[config.mk]
export PLATFORM = sky130hd
export DESIGN_NAME = afdcc_ctrl
export DESIGN_NICKNAME = d
export VERILOG_FILES = /design/src/rtl/afdcc_pkg.sv /design/src/rtl/afdcc_ctrl.sv /design/src/rtl/afdcc_flag_mon.sv
export SDC_FILE = /design/constraint.sdc
export NUM_CORES = 1
export LEC_CHECK = 0
export BUFFER_PORTS_ARGS = -buffer_cell sky130_fd_sc_hd__buf_2
export CAP_MARGIN = 20
export CELL_PAD_IN_SITES_DETAIL_PLACEMENT = 0
export CELL_PAD_IN_SITES_GLOBAL_PLACEMENT = 1
export CORE_UTILIZATION = 41
export DETAILED_ROUTE_END_ITERATION = 7
export HOLD_SLACK_MARGIN = 0.03
export PLACE_DENSITY = 0.84
export SETUP_SLACK_MARGIN = 0.2
export SKIP_LAST_GASP = 1
export SYNTH_ARGS = -nofsm -noshare
export SYNTH_HDL_FRONTEND = slang
export SYNTH_SLANG_ARGS = --single-unit
[constraint.sdc]
create_clock -name i_mclk -period 3.3 [get_ports i_mclk]
set_input_delay 0.165 -clock i_mclk [delete_from_list [all_inputs] [get_ports i_mclk]]
set_output_delay 0.165 -clock i_mclk [all_outputs]
set_load 0.005 [all_outputs]
[src/rtl/afdcc_pkg.sv]
// Package for the cascaded strobe FIFO controller: pin timing, states, widths.
// Assumes a 50 MHz system clock and one chain of strobe-driven FIFOs.
`default_nettype none
package afdcc_pkg;
  localparam int unsigned CLK_PERIOD_NS = 20;
  // Pin timing figures, ns
  localparam int unsigned T_RST_PULSE_NS = 35;
  localparam int unsigned T_RST_RECOV_NS = 10;
  localparam int unsigned T_RST_TO_RD_NS = 35;
  localparam int unsigned T_STROBE_PW_NS = 35;
  localparam int unsigned T_STROBE_REC_NS = 10;
  localparam int unsigned T_RD_TO_LOAD_NS = 10;
  localparam int unsigned T_SETUP_NS = 18;
  // Least times round up to whole cycles, at least one
  function automatic int unsigned afdcc_cyc(input int unsigned ns);
    int unsigned c;
    c = (ns + CLK_PERIOD_NS - 1) / CLK_PERIOD_NS;
    return (c < 1) ? 1 : c;
  endfunction : afdcc_cyc
  localparam int unsigned CNT_W = 4;
  localparam logic [CNT_W-1:0] CYC_RST_PULSE = CNT_W'(afdcc_cyc(T_RST_PULSE_NS));
  localparam logic [CNT_W-1:0] CYC_RST_RECOV = CNT_W'(afdcc_cyc(T_RST_RECOV_NS));
  localparam logic [CNT_W-1:0] CYC_RST_TO_RD = CNT_W'(afdcc_cyc(T_RST_TO_RD_NS));
  localparam logic [CNT_W-1:0] CYC_STROBE_PW = CNT_W'(afdcc_cyc(T_STROBE_PW_NS));
  localparam logic [CNT_W-1:0] CYC_STROBE_REC = CNT_W'(afdcc_cyc(T_STROBE_REC_NS));
  localparam logic [CNT_W-1:0] CYC_RD_TO_LOAD = CNT_W'(afdcc_cyc(T_RD_TO_LOAD_NS));
  localparam logic [CNT_W-1:0] CYC_SETUP = CNT_W'(afdcc_cyc(T_SETUP_NS));
  localparam logic [CNT_W-1:0] CNT_ONE = 4'h1;
  localparam logic [CNT_W-1:0] CNT_ZERO = 4'h0;
  // Data and chain widths
  localparam int unsigned DATA_W = 9;
  localparam int unsigned NDEV = 3;
  localparam logic [DATA_W-1:0] DATA_ZERO = 9'h000;
  localparam logic [NDEV-1:0] ALL_LOW = 3'h0;
  localparam logic [NDEV-1:0] ALL_HIGH = 3'h7;
  localparam logic [NDEV-1:0] FIRST_ONLY_LOW = 3'h6;
  // Controller states, one-hot
  typedef enum logic [6:0] {
    ST_IDLE = 7'h01,
    ST_RST = 7'h02,
    ST_LOAD = 7'h04,
    ST_RCV = 7'h08,
    ST_STRB = 7'h10,
    ST_REC = 7'h20,
    ST_SETUP = 7'h40
  } afdcc_state_t;
  // Operation kinds
  typedef enum logic [2:0] {
    OP_WRITE = 3'h1,
    OP_READ = 3'h2,
    OP_REPLAY = 3'h4
  } afdcc_op_t;
endpackage : afdcc_pkg
`default_nettype wire

[src/rtl/afdcc_ctrl.sv]
// Host controller for a chain of strobe-driven FIFOs sharing write/read strobes.
// Assumes all FIFO flags are synchronous to i_mclk; chain pins are wired
// on the board between devices and not connected here.
`default_nettype none
// Notes on behaviour
// - Board wires chain out to next in
// - First device first-load low, others high
// - Array full when all full flags low
// - Array empty when all empty flags low
// - Release read and load select with reset
// - Settle load select before write strobe
module afdcc_ctrl (
  // Clock, reset, enable
  input wire logic i_mclk,
  input wire logic i_sys_rst,
  input wire logic i_ce,
  // User commands
  input wire logic i_cfg_chained,
  input wire logic i_init_req,
  input wire logic i_init_prog,
  input wire logic i_prog_dir,
  input wire logic [afdcc_pkg::DATA_W-1:0] i_near_full_cfg,
  input wire logic [afdcc_pkg::DATA_W-1:0] i_near_empty_cfg,
  input wire logic i_wr_req,
  input wire logic [afdcc_pkg::DATA_W-1:0] i_wr_data,
  input wire logic i_rd_req,
  input wire logic i_replay_req,
  // User answers
  output logic o_busy,
  output logic o_done,
  output logic o_rd_valid,
  output logic [afdcc_pkg::DATA_W-1:0] o_rd_data,
  output logic o_wr_refused,
  output logic o_rd_refused,
  output logic o_array_full,
  output logic o_array_empty,
  // FIFO pins, shared across the chain; flag bit 0 is the first-load device
  output logic o_init_pulse_n,
  output logic o_wr_strobe_n,
  output logic o_rd_strobe_n,
  output logic o_load_dir_n,
  output logic o_replay_n,
  output logic [afdcc_pkg::DATA_W-1:0] o_fifo_d,
  input wire logic [afdcc_pkg::DATA_W-1:0] i_fifo_q,
  input wire logic [afdcc_pkg::NDEV-1:0] i_full_flag_n,
  input wire logic [afdcc_pkg::NDEV-1:0] i_empty_flag_n
);
  typedef struct packed {
    afdcc_pkg::afdcc_state_t st;
    afdcc_pkg::afdcc_op_t op;
    logic [afdcc_pkg::CNT_W-1:0] cnt;
    logic prog;
    logic [1:0] loads;
    logic init_n;
    logic wr_n;
    logic rd_n;
    logic dir_n;
    logic replay_n;
    logic [afdcc_pkg::DATA_W-1:0] d;
    logic [afdcc_pkg::DATA_W-1:0] rdata;
    logic busy;
    logic done;
    logic rvalid;
    logic wref;
    logic rref;
  } afdcc_ctl_t;
  afdcc_ctl_t s_q;
  afdcc_ctl_t s_d;
  logic arr_full;
  logic arr_empty;
  logic wr_ok;
  logic rd_ok;
  // Array-level flags from all devices
  afdcc_flag_mon u_mon (
    .i_mclk(i_mclk),
    .i_sys_rst(i_sys_rst),
    .i_ce(i_ce),
    .i_full_flag_n(i_full_flag_n),
    .i_empty_flag_n(i_empty_flag_n),
    .o_full(arr_full),
    .o_empty(arr_empty)
  );
  // Gates use raw flags so a strobe never starts on a stale registered view
  always_comb begin
    wr_ok = (i_full_flag_n != afdcc_pkg::ALL_LOW);
    rd_ok = (i_empty_flag_n != afdcc_pkg::ALL_LOW);
  end
  // Sequencer: one operation at a time, strobes timed by counters
  always_comb begin
    s_d = s_q;
    s_d.done = 1'b0;
    s_d.rvalid = 1'b0;
    s_d.wref = 1'b0;
    s_d.rref = 1'b0;
    unique case (s_q.st)
      afdcc_pkg::ST_IDLE: begin
        if (i_init_req) begin
          // Chain token setup is the devices' job on reset pulse
          s_d.st = afdcc_pkg::ST_RST;
          s_d.prog = i_init_prog;
          s_d.loads = 2'h0;
          s_d.init_n = 1'b0;
          s_d.cnt = afdcc_pkg::CYC_RST_TO_RD;
          s_d.busy = 1'b1;
        end else if (i_replay_req) begin
          if (i_cfg_chained) begin
            s_d.rref = 1'b1;
          end else begin
            s_d.st = afdcc_pkg::ST_STRB;
            s_d.op = afdcc_pkg::OP_REPLAY;
            s_d.replay_n = 1'b0;
            s_d.cnt = afdcc_pkg::CYC_STROBE_PW;
            s_d.busy = 1'b1;
          end
        end else if (i_wr_req) begin
          if (wr_ok) begin
            s_d.st = afdcc_pkg::ST_SETUP;
            s_d.op = afdcc_pkg::OP_WRITE;
            s_d.d = i_wr_data;
            s_d.cnt = afdcc_pkg::CYC_SETUP;
            s_d.busy = 1'b1;
          end else begin
            s_d.wref = 1'b1;
          end
        end else if (i_rd_req) begin
          if (rd_ok) begin
            s_d.st = afdcc_pkg::ST_STRB;
            s_d.op = afdcc_pkg::OP_READ;
            s_d.rd_n = 1'b0;
            s_d.cnt = afdcc_pkg::CYC_STROBE_PW;
            s_d.busy = 1'b1;
          end else begin
            s_d.rref = 1'b1;
          end
        end
      end
      afdcc_pkg::ST_RST: begin
        // Reset low; with programming, read strobe follows after a delay
        if (s_q.cnt != afdcc_pkg::CNT_ONE) begin
          s_d.cnt = s_q.cnt - afdcc_pkg::CNT_ONE;
        end else if (s_q.prog) begin
          s_d.rd_n = 1'b0;
          s_d.dir_n = i_prog_dir;
          s_d.st = afdcc_pkg::ST_LOAD;
          s_d.cnt = afdcc_pkg::CYC_RD_TO_LOAD;
        end else begin
          s_d.init_n = 1'b1;
          s_d.st = afdcc_pkg::ST_RCV;
          s_d.cnt = afdcc_pkg::CYC_RST_RECOV;
        end
      end
      afdcc_pkg::ST_LOAD: begin
        // Two write pulses: near-full register, then near-empty
        if (s_q.cnt != afdcc_pkg::CNT_ONE) begin
          s_d.cnt = s_q.cnt - afdcc_pkg::CNT_ONE;
        end else if (s_q.loads == 2'h2) begin
          s_d.init_n = 1'b1;
          s_d.rd_n = 1'b1;
          s_d.dir_n = 1'b1;
          s_d.st = afdcc_pkg::ST_RCV;
          s_d.cnt = afdcc_pkg::CYC_RST_RECOV;
        end else if (s_q.wr_n) begin
          s_d.d = (s_q.loads == 2'h0) ? i_near_full_cfg : i_near_empty_cfg;
          s_d.wr_n = 1'b0;
          s_d.cnt = afdcc_pkg::CYC_STROBE_PW;
        end else begin
          s_d.wr_n = 1'b1;
          s_d.loads = s_q.loads + 2'h1;
          s_d.cnt = afdcc_pkg::CYC_STROBE_REC;
        end
      end
      afdcc_pkg::ST_SETUP: begin
        // Data settles before the strobe falls
        if (s_q.cnt != afdcc_pkg::CNT_ONE) begin
          s_d.cnt = s_q.cnt - afdcc_pkg::CNT_ONE;
        end else begin
          s_d.wr_n = 1'b0;
          s_d.st = afdcc_pkg::ST_STRB;
          s_d.cnt = afdcc_pkg::CYC_STROBE_PW;
        end
      end
      afdcc_pkg::ST_STRB: begin
        if (s_q.cnt != afdcc_pkg::CNT_ONE) begin
          s_d.cnt = s_q.cnt - afdcc_pkg::CNT_ONE;
        end else begin
          if (s_q.op == afdcc_pkg::OP_READ) begin
            s_d.rdata = i_fifo_q; // Data valid by end of pulse
            s_d.rvalid = 1'b1;
          end
          s_d.wr_n = 1'b1;
          s_d.rd_n = 1'b1;
          s_d.replay_n = 1'b1;
          s_d.st = afdcc_pkg::ST_REC;
          s_d.cnt = afdcc_pkg::CYC_STROBE_REC;
        end
      end
      afdcc_pkg::ST_RCV, afdcc_pkg::ST_REC: begin
        if (s_q.cnt != afdcc_pkg::CNT_ONE) begin
          s_d.cnt = s_q.cnt - afdcc_pkg::CNT_ONE;
        end else begin
          s_d.st = afdcc_pkg::ST_IDLE;
          s_d.busy = 1'b0;
          s_d.done = 1'b1;
        end
      end
    endcase
  end
  // State register; reset holds every control pin idle high and the data bus at zero
  always_ff @(posedge i_mclk) begin
    if (i_sys_rst) begin
      s_q <= '{st: afdcc_pkg::ST_IDLE, op: afdcc_pkg::OP_WRITE, cnt: afdcc_pkg::CNT_ZERO,
               prog: 1'b0, loads: 2'h0, init_n: 1'b1, wr_n: 1'b1, rd_n: 1'b1,
               dir_n: 1'b1, replay_n: 1'b1, d: afdcc_pkg::DATA_ZERO,
               rdata: afdcc_pkg::DATA_ZERO, busy: 1'b0, done: 1'b0, rvalid: 1'b0,
               wref: 1'b0, rref: 1'b0};
    end else if (i_ce) begin
      s_q <= s_d;
    end
  end
  // Outputs straight from flops
  assign o_busy = s_q.busy;
  assign o_done = s_q.done;
  assign o_rd_valid = s_q.rvalid;
  assign o_rd_data = s_q.rdata;
  assign o_wr_refused = s_q.wref;
  assign o_rd_refused = s_q.rref;
  assign o_array_full = arr_full;
  assign o_array_empty = arr_empty;
  assign o_init_pulse_n = s_q.init_n;
  assign o_wr_strobe_n = s_q.wr_n;
  assign o_rd_strobe_n = s_q.rd_n;
  assign o_load_dir_n = s_q.dir_n;
  assign o_replay_n = s_q.replay_n;
  assign o_fifo_d = s_q.d;
endmodule : afdcc_ctrl
`default_nettype wire

[src/rtl/afdcc_flag_mon.sv]
// Merges per-device full and empty flags of the chain into array status.
// Assumes flags already synchronous to i_mclk; outputs registered.
`default_nettype none
module afdcc_flag_mon (
  // Clock and control
  input wire logic i_mclk,
  input wire logic i_sys_rst,
  input wire logic i_ce,
  // Device flags, active low
  input wire logic [afdcc_pkg::NDEV-1:0] i_full_flag_n,
  input wire logic [afdcc_pkg::NDEV-1:0] i_empty_flag_n,
  // Array status
  output logic o_full,
  output logic o_empty
);
  typedef struct packed {
    logic full;
    logic empty;
  } afdcc_mon_t;
  afdcc_mon_t s_q;
  afdcc_mon_t s_d;
  // Whole array counts only when every device agrees
  always_comb begin
    s_d = s_q;
    s_d.full = (i_full_flag_n == afdcc_pkg::ALL_LOW);
    s_d.empty = (i_empty_flag_n == afdcc_pkg::ALL_LOW);
  end
  // Reset reports empty, never full
  always_ff @(posedge i_mclk) begin
    if (i_sys_rst) begin
      s_q <= '{full: 1'b0, empty: 1'b1};
    end else if (i_ce) begin
      s_q <= s_d;
    end
  end
  assign o_full = s_q.full;
  assign o_empty = s_q.empty;
endmodule : afdcc_flag_mon
`default_nettype wire

* After elaboration in Yosys (flattened, before gate mapping)
Cells that the tools add are included.
** Storage, ports and cells
- Input port bits :: 52
- Flip-flop bits (word level) :: 47
- Logic and storage cells :: 173
- Output and inout bits :: 30
** Operators by class
- Mux-type cells :: 83
- $add $sub $neg :: 2
- Reduce and logical (&&, ||, !) cells :: 29
- Bitwise gates (word level) :: 2
- Eq/ne operators :: 38
** Operators with widths (count)
- 2-to-1 mux 14 bit :: 6
- 2-to-1 mux 9 bit :: 7
- 2-to-1 mux 7 bit :: 7
- != test 2 bit (second input constant) :: 23
- one-hot mux 7 bit (6 select lines) :: 1
- 2-to-1 mux 1 bit :: 33
- AND reduction 6 bit :: 5
- 2-to-1 mux 4 bit :: 7
- AND reduction 7 bit :: 3
- 2-to-1 mux 2 bit :: 10
- one-hot mux 4 bit (5 select lines) :: 1
- one-hot mux 9 bit (2 select lines) :: 1
- nonzero test 3 bit :: 6
- != test 5 bit (second input constant) :: 3
- AND reduction 12 bit :: 1
- AND reduction 11 bit :: 1
- 2-to-1 mux 10 bit :: 1
- AND reduction 9 bit :: 1
- nonzero test 2 bit :: 4
- == test 7 x 1 -> 1 bit (second input constant) :: 1
- == test 7 x 2 -> 1 bit (second input constant) :: 1
- == test 7 x 3 -> 1 bit (second input constant) :: 1
- == test 7 x 4 -> 1 bit (second input constant) :: 1
- == test 7 x 5 -> 1 bit (second input constant) :: 1
- other kinds (22) :: 28

* Longest topological paths before layout
Gate-level depths: netlist of the first run.
- Depth in word-level cells :: 7
- Mapped depth :: 9
- Depth with buffers taken out :: 8

* By module
From an unflattened synthesis of the first run, not the netlist that was laid out.
** Second synthesis, totals
- Cells, all modules :: 321
- Area total of the unflattened synthesis :: 2683.8 µm²
** Modules (own cells, without submodules)
- afdcc_ctrl :: area each 2602.5 µm², seq. area each 900.9 µm², instances 1, cells an instance 313
- afdcc_flag_mon :: area each 81.3 µm², seq. area each 40.0 µm², instances 1, cells an instance 8

* Worst setup path after synthesis of the first run
Ideal clock, no wire load.
- Kind :: reg2reg
- Start :: reg s_q[32] in the netlist's numbering
- End :: reg s_q[28] in the netlist's numbering
- Data required time :: 3.172 ns
- Library setup time :: 0.128 ns
- Path slack :: 1.211 ns
- Arrival :: 1.961 ns
- Cell stages (with the launch flop) :: 8
- Buffers on the path :: 0
- Period minus slack after synthesis :: 2.089 ns
- Cell sequence :: dfxtp_1 -> inv_1 -> ha_1 -> or3b_2 -> or4_1 -> a21boi_1 -> mux2i_1 -> nor2_1
** Between the ends
- Word-level cells in the longest chain between the ends :: 3
** RTL lines
- from (decl) :: line afdcc_ctrl.sv:67 : afdcc_ctl_t s_q;
- from (signal assigned) :: line afdcc_ctrl.sv:211 : s_q <= '{st: afdcc_pkg::ST_IDLE, op: afdcc_pkg::OP_WRITE, cnt: afdcc_pkg::CNT_ZERO,
- != test 4 x 1 -> 1 bit :: line afdcc_ctrl.sv:154 : if (s_q.cnt != afdcc_pkg::CNT_ONE) begin
- != test 2 bit (no line)
- AND reduction 6 bit (no line)
Every way passes these cells.
A chain may end at the register's enable or synchronous reset.

* Final worst setup path of the first run
- Start :: reg s_q[40] in the netlist's numbering
- End :: reg s_q, in the netlist o_rd_data[8]
** Between the ends
- Word-level cells in the longest chain between the ends :: 2
** RTL lines
- == test 7 x 5 -> 1 bit :: line afdcc_ctrl.sv:95 : unique case (s_q.st)
- AND reduction 4 bit (no line)
Every way passes these cells.

==> results of run 1 <==
tightest hold or removal path: cells and delay by family:
kind | cells | cell delay (ns)
mux | 1 | 0.05
simple gates | 1 | 0.07
buf+inv | 1 | 0.07
layer usage:
metal,vias up,GRT usage
li1,1329,-
met1,1215,0.250
met2,75,0.329
met3,6,0.0375
met4,0,0.0470
met5,-,0
layout make-up:
class                           instances  area share
Timing Repair Buffer                   83       0.128
Tap cell                               96      0.0366
Sequential cell                        47       0.287
Multi-Input combinational cell        252       0.502
Inverter                               10      0.0114
Clock buffer                            5      0.0210
Clock inverter                          3      0.0145
metrics by stage:
step	instances	util	setup WS (ns)	area, sq um
6_report	496	0.483	0.807	3280
5_1_grt	496	0.483	0.573	3280
4_1_cts	496	0.483	0.831	3280
3_5_place_dp	488	0.466	0.853	3160
3_3_place_gp	488	0.466	0.914	3160
2_1_floorplan	350	-	1.21	2870
power by group through the flow:
stage	clock network [uW]	logic, uW	registers, uW
floorplan	0	192	619
global placement	0	243	634
detailed placement	0	246	634
CTS	458	246	622
global route	480	273	627
finish	447	246	623
synth_stat cells (5+ instances only):
cell type / n / area, sq um
nand4_1: 5 / 31.3
buf_4: 18 / 135
inv_1: 10 / 37.5
or3_1: 5 / 31.3
clkbuf_1: 12 / 45.0
a21oi_1: 23 / 115
o211ai_1: 5 / 37.5
nor2_1: 37 / 139
o21ai_0: 27 / 135
nor3_1: 9 / 45.0
mux2i_1: 31 / 310
buf_2: 8 / 40.0
dfxtp_1: 47 / 941
nand2b_1: 8 / 50.1
nand2_1: 22 / 82.6
nand3_1: 11 / 55.1
how the worst max path moves through the flow:
stage,endpoint,slack [ns],depth (start not counted)
after CTS,o_rd_data[8]$_SDFFE_PP0P_,0.83,5
after floorplan,s_q[28]$_SDFFE_PP0P_,1.21,7
after detailed placement,o_rd_data[2]$_SDFFE_PP0P_,0.85,5
after global placement,s_q[43]$_SDFFE_PP0P_,0.91,7
after global routing,o_rd_data[2]$_SDFFE_PP0P_,0.57,5
final,o_rd_data[8]$_SDFFE_PP0P_,0.81,5
cells in the final DEF, fill, tap and decap left out, types with 8 or more instances in the layout:
cell      netlist  routed
nand2b_1        8       8
nor2_1         37      37
mux2i_1        31      31
buf_2           8      81
nor3_1          9       9
inv_1          10      10
a21oi_1        23      23
dfxtp_1        47      47
nand3_1        11      11
o21ai_0        27      27
nand2_1        22      22
kinds of logic after synthesis:
logic type,Yosys count
and+or+nand+nor,127
AOI/OAI and AO/OA,85
buffers and inverters,51
DFF,47
muxes,31
xor gates and xnor gates,5
adders and majority gates,4
==> flow_summary.ini, run 1 <==
[logic_synthesis]
syn_inst = 350
syn_area_per_cell_sq_um = 8.20
synth_cell_type_count = 62
synth-warning-count = 0
synthXorXnorAreaFrac = 0.0153
synth-simple-area-share = 0.244
syn_area_sq_mm = 0.00287
ys_seq_elements = 47
synth_flop_cell = dfxtp_1
async_flop_share = 0
synth_compound_area_frac = 0.189
synthMuxAreaShare = 0.108
synth_top_family_by_area = simple AND/OR/NAND/NOR gates
synth_fa_ha_area_frac = 0.0174
synth_edf_count = 0
ys_seq_area_frac = 0.328
syn-num-nets = 406

[drt]
drt_first_pass_iters = 4
num_vias = 2625
via_per_inst = 5.29
wl_met1_microns = 3270
route.met2.wl_microns = 3290
wl_met3_microns = 306
drt.antenna.violating_nets = 0
top_layer = met4
route.detailed.drc = 0
routedWlPerCell_microns = 14.0
routed_wl_microns = 6920
drt_iter0_markers = 187

[timing]
setup_viol = 0
max_slew_margin = 0.456
worst_hold_slack_ns = 0.0754
fin_setup_tns_ns = 0
min_period_ns = 2.49
min_period_over_period = 0.755
grt_setup_unrepaired = false
skew_ns = 0.00849
hold_violations = 0
slew_violations = 0
worst_pin_slew_ns = 0.816
max_freq_ghz = 0.401

[global_route]
grt_start_max_net_pins = 46
grt_first_pass_wirelength_microns = 11300
grt_use_total = 0.192
overflow = 0
grt_pass1_vias = 2425
antenna_found_initial = 0

[layout]
area_delta_synth_final_pct = 14.3
antenna_cells = 0
final-seq-area_sq_um = 941
largest_reg_flops = 17
multi_input_area_sq_mm = 0.00165
final_layout_size_suffix_gt1_frac = 0.270
nFillCells = 701
largest_register = s_q
nets = 455

[clock_tree]
cts.root.buffer_cell = clkbuf_8
worstSkewPairLatency_ns = 0.31
clock_sinks = 47
clk_pin_slew_ns = 0.10
cts_hold_buffers = 0
cts_tree = built
cts_setup_buffers = 0
postCtsResizedCells = 0
htree_levels = 2
cts-buffers-inserted = 5
clockBufferDepth = 2

[worst_setup_path]
path_cells = nor4_2 -> and3_2 -> nand4_1 -> mux2i_1 -> nor2_1
crit_start = s_q[40]$_SDFFE_PP0P_
worst_ep_arrival_time_ns = 2.67
critPathMaxFanout = 16
crit_required_ns = 3.47
startpoint_type = flip-flop
critPathBufInv = 0
rr_worst_depth = 5
slowest_stage = nand4_1
rrSetupSlack_ns = 0.81
path_delay_family = simple AND/OR/NAND/NOR gates
critPathMaxStageDelay_ns = 0.55
r2r_start = s_q[40]$_SDFFE_PP0P_
crit_type = flip-flop to flip-flop
crit_path_end_kind = flip-flop
timing.rr.end = o_rd_data[8]$_SDFFE_PP0P_

[power]
power.internal_uw = 935
power_frac_comb = 0.187
p_per_area_mw_per_mm2 = 401
ir_drop_mv = 0.191
total_power_uw = 1320
sequentialPowerShare = 0.473
switching_power_uw = 381
swShare = 0.290
leakage_uw = 0.00157
power.share.clock = 0.340

[floorplanning]
io_pins = 82
die_x_microns = 85.7
die_area_sq_mm = 0.00734
fp-row-count = 30
start_util = 0.422
die_h_microns = 85.7
core_sq_mm = 0.00679

[worst_hold_path]
hold_end = o_rd_data[3]$_SDFFE_PP0P_
hold_start = i_fifo_q[3]
holdPathStages = 3
hp-class = input port to flip-flop

[run]
maxCapViolations = 0

[place]
dp.final_hpwl_microns = 5110
routabilityCongestion = 0.844
portBuffers = 81

[status]
status = completed
(Power assumes the default switching activity.)
==> run 2, diff against run 1 <==
CORE_UTILIZATION = 34   (was 41)
PLACE_DENSITY = 0.74   (was 0.84)
clock period = 2.07 ns   (was 3.3 ns; I/O delays follow)
==> run 2 against run 1 <==
  * Sequential share of layout area fell by 4.1 points
  * Worst hold slack got worse by 0.042 ns
  * Combinational power rose by 140%
  * Via count increased by 9.5%
  * Worst setup slack worse by 0.70 ns
  * Count of clock-buffer cells in the layout up 2
  * Global-route usage fell by 0.54 points
  * Clock power up 42%
  * Total power grew 68%
  * Final area rose by 19%
  * First-iteration DRC count fell by 23%
  * Wire length rose by 18%
==> flow_summary.ini, run 2 (synthesis gave the netlist of run 1 again) <==
[worst_hold_path]
holdPathStages = 3
hp-class = input port to flip-flop
hold_end = o_rd_data[3]$_SDFFE_PP0P_
hold_start = i_fifo_q[3]

[drt]
drt.antenna.violating_nets = 0
routed_wl_microns = 8180
drt_iter0_markers = 144
route.detailed.drc = 0
via_per_inst = 5.21
drt_first_pass_iters = 4
num_vias = 2875
routedWlPerCell_microns = 14.8

[layout]
final_util = 0.479
nFillCells = 811
final_cell_mix = buf_2 (81), buf_4 (40), dfxtp_1 (38)
largest_reg_flops = 17
area_delta_synth_final_pct = 36.5
layout_commonest_cell = buf_2
antenna_cells = 0
final_cells = 552
largest_register = s_q
nets = 502
final_layout_size_suffix_gt1_frac = 0.434
stdcell_area_sq_mm = 0.00392

[power]
ir_drop_mv = 0.270
leakage_uw = 0.00186
p_per_area_mw_per_mm2 = 564

[worst_setup_path]
rrSetupSlack_ns = 0.10
path_cells = or4_4 -> nor4b_4 -> and2_4 -> nor2_2 -> o2111ai_2 -> mux2i_1
critPathMaxFanout = 4
r2r_start = s_q[41]$_SDFFE_PP0P_
crit_start = s_q[41]$_SDFFE_PP0P_
crit_path_end_kind = flip-flop
timing.rr.end = o_rd_strobe_n$_SDFFE_PP1P_
slowest_stage = or4_4
path_delay_family = simple AND/OR/NAND/NOR gates
critPathMaxStageDelay_ns = 0.56
rr_worst_depth = 6
critPathBufInv = 0
crit_type = flip-flop to flip-flop
worst_ep_arrival_time_ns = 2.21
crit_required_ns = 2.31
startpoint_type = flip-flop

[timing]
grt_setup_unrepaired = true
worst_pin_slew_ns = 0.574
setup_viol = 0
hold_violations = 0
min_period_ns = 1.97
max_slew_margin = 0.617
slew_violations = 0
min_period_over_period = 0.949
max_freq_ghz = 0.509
fin_ws_ns = 0.105
skew_ns = 0.00516

[floorplanning]
die_h_microns = 93.9
fp-row-count = 33
core_sq_mm = 0.00818
die_x_microns = 93.9
die_area_sq_mm = 0.00881
start_util = 0.351
io_pins = 82

[status]
status = completed

[place]
post_dp_cell_area_sq_mm = 0.00343
portBuffers = 81
routabilityCongestion = 0.877
pre_cts_ws_ns = -0.0348
dp.final_hpwl_microns = 5820
dp.cells = 528

[clock_tree]
clock_sinks = 47
clockBufferDepth = 2
clk_pin_slew_ns = 0.09
cts.root.buffer_cell = clkbuf_8
worstSkewPairLatency_ns = 0.30
cts_tree = built
htree_levels = 2
cts-buffers-inserted = 5

[run]
maxCapViolations = 0

[global_route]
antenna_found_initial = 0
grt_start_max_net_pins = 27
grt_pass1_vias = 2727
overflow = 0
grt_use_total = 0.187
grt_first_pass_wirelength_microns = 13100
-- run 2: timing repair --
action | in CTS | in global routing
hold buffers | 4 | 0
setup buffers | 7 | 5
hold endpoints to repair | 4 | 0
setup endpoints to repair | 40 | 40
pin swaps | 14 | 19
gates resized for setup | 28 | 40
-- run 2: metrics by stage --
| step | hold WS, ns | power, uW | setup TNS [ns] |
|---|---|---|---|
| detailed placement | 0.341 | 1480 | -0.0928 |
| floorplan | 0.247 | 1300 | 0 |
| finish | 0.0330 | 2210 | 0 |
| CTS | 0.0315 | 2150 | 0 |
| global route | 0.0308 | 2310 | 0 |
| global placement | 0.334 | 1480 | 0 |
-- run 2: layout make-up --
| class | count | area [sq um] | area share |
|---|---|---|---|
| multi-input cells | 252 | 1880 | 0.479 |
| repair buffers | 130 | 805 | 0.205 |
| flip-flops and latches | 47 | 962 | 0.246 |
| inverters | 10 | 37.5 | 0.00958 |
| well taps | 105 | 131 | 0.0335 |
| clock inverters | 1 | 7.51 | 0.00192 |
| clock buffers | 7 | 96.3 | 0.0246 |
-- run 2: how the worst max path moves through the flow --
stage / slack, ns / to / depth (start not counted)
after floorplan: 0.18 / o_load_dir_n$_SDFFE_PP1P_ / 7
after global placement: 0.003 / o_rd_strobe_n$_SDFFE_PP1P_ / 6
after detailed placement: -0.03 / s_q[42]$_SDFFE_PP0P_ / 7
after CTS: 0.11 / o_load_dir_n$_SDFFE_PP1P_ / 6
after global routing: 0.003 / o_load_dir_n$_SDFFE_PP1P_ / 6
final: 0.10 / o_rd_strobe_n$_SDFFE_PP1P_ / 6
-- run 2: power by group --
part / internal (uW) / switching, uW
sequential: 942 / 37.7
combinational: 295 / 300
clock: 305 / 329
total: 1540 / 667
-- run 2: routing by layer --
layer,global-route usage,vias to the layer above,routed length (microns)
met5,0,-,0
met4,0.0641,0,167
met3,0.0380,13,458
met2,0.318,93,3930
met1,0.234,1340,3630
li1,-,1429,-
-- run 2: worst reg2reg max path, cell delays in order (launching register included) --
cell and delay, ns:
dfxtp_2 0.37, or4_4 0.56, nor4b_4 0.39, and2_4 0.25
nor2_2 0.05, o2111ai_2 0.11, mux2i_1 0.19
